<file path="src/design/irq_consts.vh">
// Purpose: constants for the interrupt vector and priority block
// Assumes: 16-bit register port, byte offsets for vectors
// Notes: register indices of the plain port are local choices
`ifndef IRQ_VECTOR_CONSTS_VH
`define IRQ_VECTOR_CONSTS_VH

`define IRQ_NUM_W        5
`define IRQ_PRIO_W       5
`define IRQ_VEC_SHIFT    3
`define IRQ_ADDR_W       24
`define IRQ_BANK0_RESET  16'h0000
`define IRQ_BANK0_WMASK  16'hfbfc
// low vector base covers 0..15 and 24..31, high base covers 16..23
`define IRQ_HIGH_FIRST   5'h10
`define IRQ_HIGH_LAST    5'h17
`define IRQ_PRIO_NONE    5'h1f
`define IRQ_NONE_NUM     5'h00
// numbers below this one own a flag bit in bank 0
`define IRQ_BANK0_NUMS   5'h10

// register indices on the plain port
`define REG_FLAG0        3'h0
`define REG_ENABLE0      3'h1
`define REG_VBASE_LOW    3'h2
`define REG_VBASE_HIGH   3'h3
`define REG_PORT0_MUX    3'h4
`define REG_WINNER       3'h5
`define REG_ADDR_W       3

// port-0 mux encodings
`define MUX_MMC          2'h0
`define MUX_I2S          2'h1

// bit positions of bank 0
`define BIT_EXT_A        2
`define BIT_EXT_B        3
`define BIT_TIMER        4
`define BIT_PROG_TX_A    5
`define BIT_UART         6
`define BIT_PROG_RX_A    7
`define BIT_DMA          8
`define BIT_PROG_TX_B    9
`define BIT_RSVD         10
`define BIT_PROG_RX_B    11
`define BIT_LCD          12
`define BIT_ADC          13
`define BIT_SER2_TX      14
`define BIT_SER2_RX      15

`endif

</file>
<file path="src/design/irq_vector_priority_bank0.v">
// Purpose: bank-0 interrupt flags and enables, priority pick and vector address
// Assumes: single 10 MHz clock mclk, plain register port with read data one cycle later
// Notes: software traps may request any number 0..31 through the trap port
//
// Local design decisions: the placing of the registers and the address-and-strobe port.
`timescale 1ns/1ps
`include "irq_consts.vh"
module irq_vector_priority_bank0 #(
	parameter ADDR_W = `IRQ_ADDR_W
) (
	input  wire                     mclk,
	input  wire                     rst_n,
	// register port
	input  wire [`REG_ADDR_W-1:0]   regAddr,
	input  wire [15:0]              regWdata,
	input  wire                     regWr,
	input  wire                     regRd,
	output reg  [15:0]              regRdata_q,
	// source events, one-cycle pulses
	input  wire                     extUserIrqA,
	input  wire                     extUserIrqB,
	input  wire                     timerAggIrq,
	input  wire                     mmc0Irq,
	input  wire                     i2s0TxIrq,
	input  wire                     mmc0SdioIrq,
	input  wire                     i2s0RxIrq,
	input  wire                     mmc1Irq,
	input  wire                     i2s1TxIrq,
	input  wire                     mmc1SdioIrq,
	input  wire                     i2s1RxIrq,
	input  wire                     uartIrq,
	input  wire                     dmaAggIrq,
	input  wire                     lcdIrq,
	input  wire                     adcConvIrq,
	input  wire                     serial2TxIrq,
	input  wire                     serial2RxIrq,
	// reset and software trap from the cpu
	input  wire                     softReset,
	input  wire                     trapReq,
	input  wire [`IRQ_NUM_W-1:0]    trapNum,
	// cpu side
	input  wire                     cpuAck,
	output reg                      cpuIrq_q,
	output reg  [`IRQ_NUM_W-1:0]    cpuIrqNum_q,
	output reg  [`IRQ_PRIO_W-1:0]   cpuIrqPrio_q,
	output reg  [ADDR_W-1:0]        cpuVecAddr_q,
	output wire                     nmiActive
);
	reg  [15:0]              flag_q;
	reg  [15:0]              flag_d;
	reg  [15:0]              enable_q;
	reg  [ADDR_W-1:0]        vbaseLow_q;
	reg  [ADDR_W-1:0]        vbaseHigh_q;
	reg  [1:0]               port0Mux_q;
	reg  [1:0]               port1Mux_q;
	reg                      rstPend_q;
	wire [15:0]              events;
	wire [15:0]              pending;
	wire                     found;
	wire [`IRQ_NUM_W-1:0]    winNum;
	wire [`IRQ_PRIO_W-1:0]   winPrio;
	reg  [`IRQ_NUM_W-1:0]    selNum;
	reg  [`IRQ_PRIO_W-1:0]   selPrio;
	reg                      selValid;

	// nonmaskable input is not asserted inside the chip
	assign nmiActive = 1'b0;

	// port-0 mux select: 00 mmc, 01 i2s; port 1 analogous
	function muxPick;
		input [1:0] sel;
		input       mmcSrc;
		input       i2sSrc;
		begin
			case (sel)
				`MUX_MMC: muxPick = mmcSrc;
				`MUX_I2S: muxPick = i2sSrc;
				default:  muxPick = 1'b0;
			endcase
		end
	endfunction

	// flag and enable share one layout
	assign events[1:0]            = 2'h0;
	assign events[`BIT_EXT_A]     = extUserIrqA;
	assign events[`BIT_EXT_B]     = extUserIrqB;
	assign events[`BIT_TIMER]     = timerAggIrq;
	assign events[`BIT_PROG_TX_A] = muxPick(port0Mux_q, mmc0Irq, i2s0TxIrq);
	assign events[`BIT_UART]      = uartIrq;
	assign events[`BIT_PROG_RX_A] = muxPick(port0Mux_q, mmc0SdioIrq, i2s0RxIrq);
	assign events[`BIT_DMA]       = dmaAggIrq;
	assign events[`BIT_PROG_TX_B] = muxPick(port1Mux_q, mmc1Irq, i2s1TxIrq);
	assign events[`BIT_RSVD]      = 1'b0;
	assign events[`BIT_PROG_RX_B] = muxPick(port1Mux_q, mmc1SdioIrq, i2s1RxIrq);
	assign events[`BIT_LCD]       = lcdIrq;
	assign events[`BIT_ADC]       = adcConvIrq;
	assign events[`BIT_SER2_TX]   = serial2TxIrq;
	assign events[`BIT_SER2_RX]   = serial2RxIrq;

	// only flagged and enabled bits request
	assign pending = flag_q & enable_q;

	irq_prio_pick u_pick (
		.pending (pending),
		.found   (found),
		.winNum  (winNum),
		.winPrio (winPrio)
	);

	// absolute vector: base plus eight times the number
	function [ADDR_W-1:0] vecAddr;
		input [`IRQ_NUM_W-1:0] num;
		input [ADDR_W-1:0]     lowBase;
		input [ADDR_W-1:0]     highBase;
		reg   [ADDR_W-1:0]     off;
		begin
			off = {{(ADDR_W-`IRQ_NUM_W){1'b0}}, num} << `IRQ_VEC_SHIFT;
			if (num >= `IRQ_HIGH_FIRST && num <= `IRQ_HIGH_LAST)
				vecAddr = highBase + off;
			else
				vecAddr = lowBase + off;
		end
	endfunction

	// software trap priority for any number 0..31, bank 0 included
	function [`IRQ_PRIO_W-1:0] trapPrio;
		input [`IRQ_NUM_W-1:0] n;
		begin
			case (n)
				5'd0:    trapPrio = 5'd0;
				5'd1:    trapPrio = 5'd1;
				5'd2:    trapPrio = 5'd3;
				5'd3:    trapPrio = 5'd5;
				5'd4:    trapPrio = 5'd6;
				5'd5:    trapPrio = 5'd7;
				5'd6:    trapPrio = 5'd9;
				5'd7:    trapPrio = 5'd10;
				5'd8:    trapPrio = 5'd11;
				5'd9:    trapPrio = 5'd13;
				5'd10:   trapPrio = 5'd14;
				5'd11:   trapPrio = 5'd15;
				5'd12:   trapPrio = 5'd17;
				5'd13:   trapPrio = 5'd18;
				5'd14:   trapPrio = 5'd21;
				5'd15:   trapPrio = 5'd22;
				5'd16:   trapPrio = 5'd4;
				5'd17:   trapPrio = 5'd8;
				5'd18:   trapPrio = 5'd12;
				5'd19:   trapPrio = 5'd16;
				5'd20:   trapPrio = 5'd19;
				5'd21:   trapPrio = 5'd20;
				5'd22:   trapPrio = 5'd23;
				5'd23:   trapPrio = 5'd24;
				5'd24:   trapPrio = 5'd2;
				5'd25:   trapPrio = 5'd25;
				5'd26:   trapPrio = 5'd26;
				5'd27:   trapPrio = 5'd14;
				5'd28:   trapPrio = 5'd15;
				5'd29:   trapPrio = 5'd16;
				5'd30:   trapPrio = 5'd17;
				default: trapPrio = 5'd18;
			endcase
		end
	endfunction

	// reset request beats traps, traps beat hardware requests
	always @* begin
		selValid = found;
		selNum   = winNum;
		selPrio  = winPrio;
		if (rstPend_q) begin
			selValid = 1'b1;
			selNum   = `IRQ_NONE_NUM;
			selPrio  = trapPrio(`IRQ_NONE_NUM);
		end else if (trapReq) begin
			selValid = 1'b1;
			selNum   = trapNum;
			selPrio  = trapPrio(trapNum);
		end else if (found) begin
			selNum  = winNum;
			selPrio = winPrio;
		end
	end

	// flags: a new event wins over a write-one clear; ack clears the winner
	always @* begin
		flag_d = flag_q;
		if (regWr && regAddr == `REG_FLAG0)
			flag_d = flag_d & ~(regWdata & `IRQ_BANK0_WMASK);
		if (cpuAck && cpuIrq_q && cpuIrqNum_q < `IRQ_BANK0_NUMS)
			flag_d[cpuIrqNum_q[3:0]] = 1'b0;
		flag_d = (flag_d | events) & `IRQ_BANK0_WMASK;
	end

	always @(posedge mclk or negedge rst_n) begin
		if (!rst_n) begin
			flag_q       <= `IRQ_BANK0_RESET;
			enable_q     <= `IRQ_BANK0_RESET;
			vbaseLow_q   <= {ADDR_W{1'b0}};
			vbaseHigh_q  <= {ADDR_W{1'b0}};
			port0Mux_q   <= `MUX_MMC;
			port1Mux_q   <= `MUX_MMC;
			rstPend_q    <= 1'b0;
			cpuIrq_q     <= 1'b0;
			cpuIrqNum_q  <= `IRQ_NONE_NUM;
			cpuIrqPrio_q <= `IRQ_PRIO_NONE;
			cpuVecAddr_q <= {ADDR_W{1'b0}};
			regRdata_q   <= 16'h0000;
		end else begin
			flag_q <= flag_d;
			if (regWr) begin
				case (regAddr)
					`REG_ENABLE0:    enable_q <= regWdata & `IRQ_BANK0_WMASK;
					`REG_VBASE_LOW:  vbaseLow_q <= {{(ADDR_W-16){1'b0}}, regWdata};
					`REG_VBASE_HIGH: vbaseHigh_q <= {{(ADDR_W-16){1'b0}}, regWdata};
					`REG_PORT0_MUX: begin
						port0Mux_q <= regWdata[1:0];
						port1Mux_q <= regWdata[3:2];
					end
					default: ;
				endcase
			end
			if (softReset)
				rstPend_q <= 1'b1;
			else if (cpuAck && cpuIrq_q && cpuIrqNum_q == `IRQ_NONE_NUM)
				rstPend_q <= 1'b0;
			cpuIrq_q     <= selValid;
			cpuIrqNum_q  <= selNum;
			cpuIrqPrio_q <= selPrio;
			cpuVecAddr_q <= vecAddr(selNum, vbaseLow_q, vbaseHigh_q);
			regRdata_q   <= 16'h0000;
			if (regRd) begin
				case (regAddr)
					`REG_FLAG0:      regRdata_q <= flag_q;
					`REG_ENABLE0:    regRdata_q <= enable_q;
					`REG_VBASE_LOW:  regRdata_q <= vbaseLow_q[15:0];
					`REG_VBASE_HIGH: regRdata_q <= vbaseHigh_q[15:0];
					`REG_PORT0_MUX:  regRdata_q <= {12'h000, port1Mux_q, port0Mux_q};
					`REG_WINNER:     regRdata_q <= {5'h00, found, winPrio, winNum};
					default:         regRdata_q <= 16'h0000;
				endcase
			end
		end
	end
endmodule // irq_vector_priority_bank0

</file>
<file path="src/design/irq_prio_pick.v">
// Purpose: pick the enabled pending bank-0 request with the smallest priority value
// Assumes: pending vector is flag and enable already combined
// Notes: bit 1..0 and 10 never request; ties cannot occur in this bank
`timescale 1ns/1ps
`include "irq_consts.vh"
module irq_prio_pick (
	input  wire [15:0]              pending,
	output reg                      found,
	output reg  [`IRQ_NUM_W-1:0]    winNum,
	output reg  [`IRQ_PRIO_W-1:0]   winPrio
);
	// interrupt number of a bank-0 bit equals the bit position
	function [`IRQ_PRIO_W-1:0] bitPrio;
		input [3:0] b;
		begin
			case (b)
				4'h2:    bitPrio = 5'd3;
				4'h3:    bitPrio = 5'd5;
				4'h4:    bitPrio = 5'd6;
				4'h5:    bitPrio = 5'd7;
				4'h6:    bitPrio = 5'd9;
				4'h7:    bitPrio = 5'd10;
				4'h8:    bitPrio = 5'd11;
				4'h9:    bitPrio = 5'd13;
				4'hb:    bitPrio = 5'd15;
				4'hc:    bitPrio = 5'd17;
				4'hd:    bitPrio = 5'd18;
				4'he:    bitPrio = 5'd21;
				4'hf:    bitPrio = 5'd22;
				default: bitPrio = `IRQ_PRIO_NONE;
			endcase
		end
	endfunction

	integer i;
	always @* begin
		found   = 1'b0;
		winNum  = `IRQ_NONE_NUM;
		winPrio = `IRQ_PRIO_NONE;
		for (i = 0; i < 16; i = i + 1) begin
			if (pending[i] && (bitPrio(i[3:0]) < winPrio)) begin
				found   = 1'b1;
				winNum  = i[`IRQ_NUM_W-1:0];
				winPrio = bitPrio(i[3:0]);
			end
		end
	end
endmodule // irq_prio_pick

</file>
<file path="config.mk">
export PLATFORM = sky130hd
export DESIGN_NAME = irq_vector_priority_bank0
export DESIGN_NICKNAME = d
export VERILOG_FILES = /design/src/design/irq_vector_priority_bank0.v /design/src/design/irq_prio_pick.v
export VERILOG_INCLUDE_DIRS = /design/src /design/src/design
export SDC_FILE = /design/constraint.sdc
export NUM_CORES = 1
export LEC_CHECK = 0
export BUFFER_PORTS_ARGS = -buffer_cell sky130_fd_sc_hd__buf_2
export CAP_MARGIN = 10
export CORE_MARGIN = 2
export CORE_UTILIZATION = 58
export DETAILED_ROUTE_END_ITERATION = 10
export PLACE_DENSITY = 0.93
export SLEW_MARGIN = 30
export SYNTH_ARGS = -nofsm -noshare
export SYNTH_HDL_FRONTEND = slang
export SYNTH_SLANG_ARGS = --single-unit
</file>
<file path="constraint.sdc">
create_clock -name mclk -period 6.8 [get_ports mclk]
set_input_delay 0.34 -clock mclk [delete_from_list [all_inputs] [get_ports mclk]]
set_output_delay 0.34 -clock mclk [all_outputs]
set_load 0.02 [all_outputs]
</file>
==> reports/metrics.csv <==
stage;metric;value;unit
detailed_routing;DRT antenna net count;0;
yosys;yosys warns;0;
sta;final worst setup slack;2630;ps
sta;Hold WS;160;ps
yosys;Post-synth ARST share;100;%
global_routing;number of global-route vias before repair;4684;
yosys;syn avg cell area;11.3;um^2
detailed_routing;Routed WL;15.7;mm
place;placed instance area;6340;um^2
place;routability congestion estimate from global placement;0.930;
floorplan;Die Y;104;um
yosys;Post-synth EDFFs;0;
critical_path;CP startpoint kind;flop;
sta;Least-Margin Pin Slew;1010;ps
sta;f_max;240;MHz
global_routing;antenna violations before repair;0;
global_routing;first-pass GRT wire length;25.2;mm
detailed_routing;Vias;4707;
power;Power Dens Cells;264;nW/um^2
yosys;register area share after synthesis;46.2;%
yosys;Netlist cell types;66;
detailed_routing;Post-route DRC;0;
global_routing;largest net degree at the start of global routing;79;
finish;most frequent cells in the layout;dfrtp_1, buf_2, mux2_1;
clock_tree;clk sinks;107;
yosys;post-synth top area share;43.9;%
clock_tree;Clk Tree Root Cell;clkbuf_8;
clock_tree;Worst-Skew Late Latency;370;ps
yosys;Syn Inst Count;516;
sta;RSZ-0062 raised after global routing;no;
global_routing;total grt overflow;0;
critical_path;CP Max Fanout;6;
sta;Fin. Hold Viols;0;
clock_tree;Max clock buf depth;2;
detailed_routing;Iteration-0 DRC Markers;566;
finish;nets;659;
clock_tree;clock-pin slew on the worst setup and hold paths;90;ps
clock_tree;CTS tree;done;
power;VDD IR max;187;uV
detailed_routing;vias per cell;6.40;
sta;final period utilization;61.3;%
yosys;synthesized flop and latch total;107;
critical_path;WS Path Type;flop to flop;
floorplan;die area;10800;um^2
place;DP HPWL;11.5;mm
detailed_routing;per-cell routed wire length;21.3;um
finish;Final Cell Area;6550;um^2
floorplan;Die X-Extent;104;um
power;Design Power;1.73;mW
place;dpl ws;2640;ps
sta;Sum Neg Setup Slack;0;ps
floorplan;Core ar.;9730;um^2
finish;share of layout cells above drive strength 1;23.6;%
run_status;outcome;completed;
critical_path;Worst Path Required;7100;ps
yosys;Top FF cell, synth;dfrtp_1;
yosys;Cell Area, Synth;5810;um^2
finish;Area Overhead vs Synth;12.7;%
sta;Clock Skews;10.7;ps
sta;# setup viols final;0;
sta;Slew Viols, Final;0;
min_path;min-delay worst type;input pin to flop;
yosys;top post-synthesis cells by area;dfrtp_1, mux2_1, mux4_2;
sta;Max transition margin;32.4;%
place;IO Port Bufs;91;
floorplan;IO Pins;100;
run;max-cap violation count;0;
critical_path;crit path DAT;4470;ps
detailed_routing;first drt pass iteration count;8;
global_routing;Global Route Usage Sum;29.7;%
finish;ant diodes;0;
critical_path;nature of the critical path endpoint;flop;
floorplan;starting density of the core;59.7;%
clock_tree;CTS Buf Count;9;
sta;Final min period;4170;ps
finish;most common cell after layout, fill and taps aside;dfrtp_1;
floorplan;row count;36;
clock_tree;H-Tree Depth;3;
yosys;top cell type by total area after synthesis;dfrtp_1;
power;Leak;2.83;nW
[stage by stage]
stage	util [%]	cells
after floorplan	-	523
after global placement	65.2	717
after detailed placement	65.2	718
after CTS	67.2	734
after global routing	67.3	735
final	67.3	735
[registers in the layout, indices dropped and copies added, names as in the netlist]
| signal | cells |
|---|---|
| regRdata_q | 16 |
| cpuIrq_q | 1 |
| vbaseHigh_q | 16 |
| cpuVecAddr_q | 17 |
| enable_q | 13 |
| rstPend_q | 1 |
| port0Mux_q | 2 |
| flag_q | 13 |
| port1Mux_q | 2 |
| cpuIrqPrio_q | 5 |
| vbaseLow_q | 16 |
| cpuIrqNum_q | 5 |
[layer usage]
layer  share of wire (%)  GRT usage [%]  vias up  routed length, um
met5                   0              0        -                  0
met4                 2.8           10.7        0                439
met3                 8.7           5.26       45               1370
met2                  49           48.4      286               7660
met1                  40           40.2     2314               6190
li1                    -              -     2062                  -
[cell families (layout without fill, tap and decap cells)]
family	count (synthesis)	in the layout	share of synthesized area, %
AO/OA/AOI/OAI	102	102	12.7
XOR/XNOR	14	14	2.11
adder cells (fa/ha/maj)	13	13	2.93
buffers and inverters	40	119	3.21
flip-flops	107	107	46.2
multiplexers	90	90	19.9
other	1	8	0.0645
AND/OR/NAND/NOR	149	149	13.0
[critical path, cell delays in order (launching register included)]
cell,delay [ps]
dfrtp_1,440
a222oi_1,630
buf_2,290
nand3_2,140
nor3_4,320
nor2_1,130
a221oi_1,420
ha_1,280
inv_1,70
fa_1,420
nor2b_1,180
o31a_1,270
o221ai_1,200
nor2_1,180
xnor2_1,130
[cells in the mapped netlist (11+ instances only)]
master / count
clkbuf_1: 17
nor2_1: 24
nand2_1: 51
o21ai_0: 11
ha_1: 12
mux4_2: 14
dfrtp_1: 102
nor2b_1: 19
mux2_1: 55
a21oi_1: 15
nand3_1: 13
mux2i_1: 13
[worst paths after layout]
kind,startpoint,endpoint,slack [ps],cells after the start
worst max-delay path,enable_q[7],cpuVecAddr_q[15],2630,14
worst min-delay path,softReset,rstPend_q,160,2
worst max register to register,enable_q[7],cpuVecAddr_q[15],2630,14
worst min register to register,vbaseLow_q[7],vbaseLow_q[7],520,1
max in group asynchronous,rst_n,cpuVecAddr_q[6],5370,3
min in group asynchronous,rst_n,flag_q[3],420,2
[report_power, final]
group	internal [mW]	total, mW	switching [mW]	leakage, nW
clock network	0.162	0.368	0.206	0.0888
logic	0.210	0.501	0.291	1.47
registers	0.750	0.862	0.111	1.27
[final cells by class]
cell class,count,area [um^2]
Clock buffer,14,173
Clock inverter,1,7.51
Fill cell,748,3180
Inverter,8,30.0
Multi-Input combinational cell,376,2990
Sequential cell,107,2680
Tap cell,133,166
Timing Repair Buffer,96,497
[what timing repair did]
item,4_1_cts,5_1_grt
setup buffers,0,0
gates resized for setup,0,0
hold buffers,1,0
hold endpoints to repair,27,0
Power figures use the tool's default switching activity.
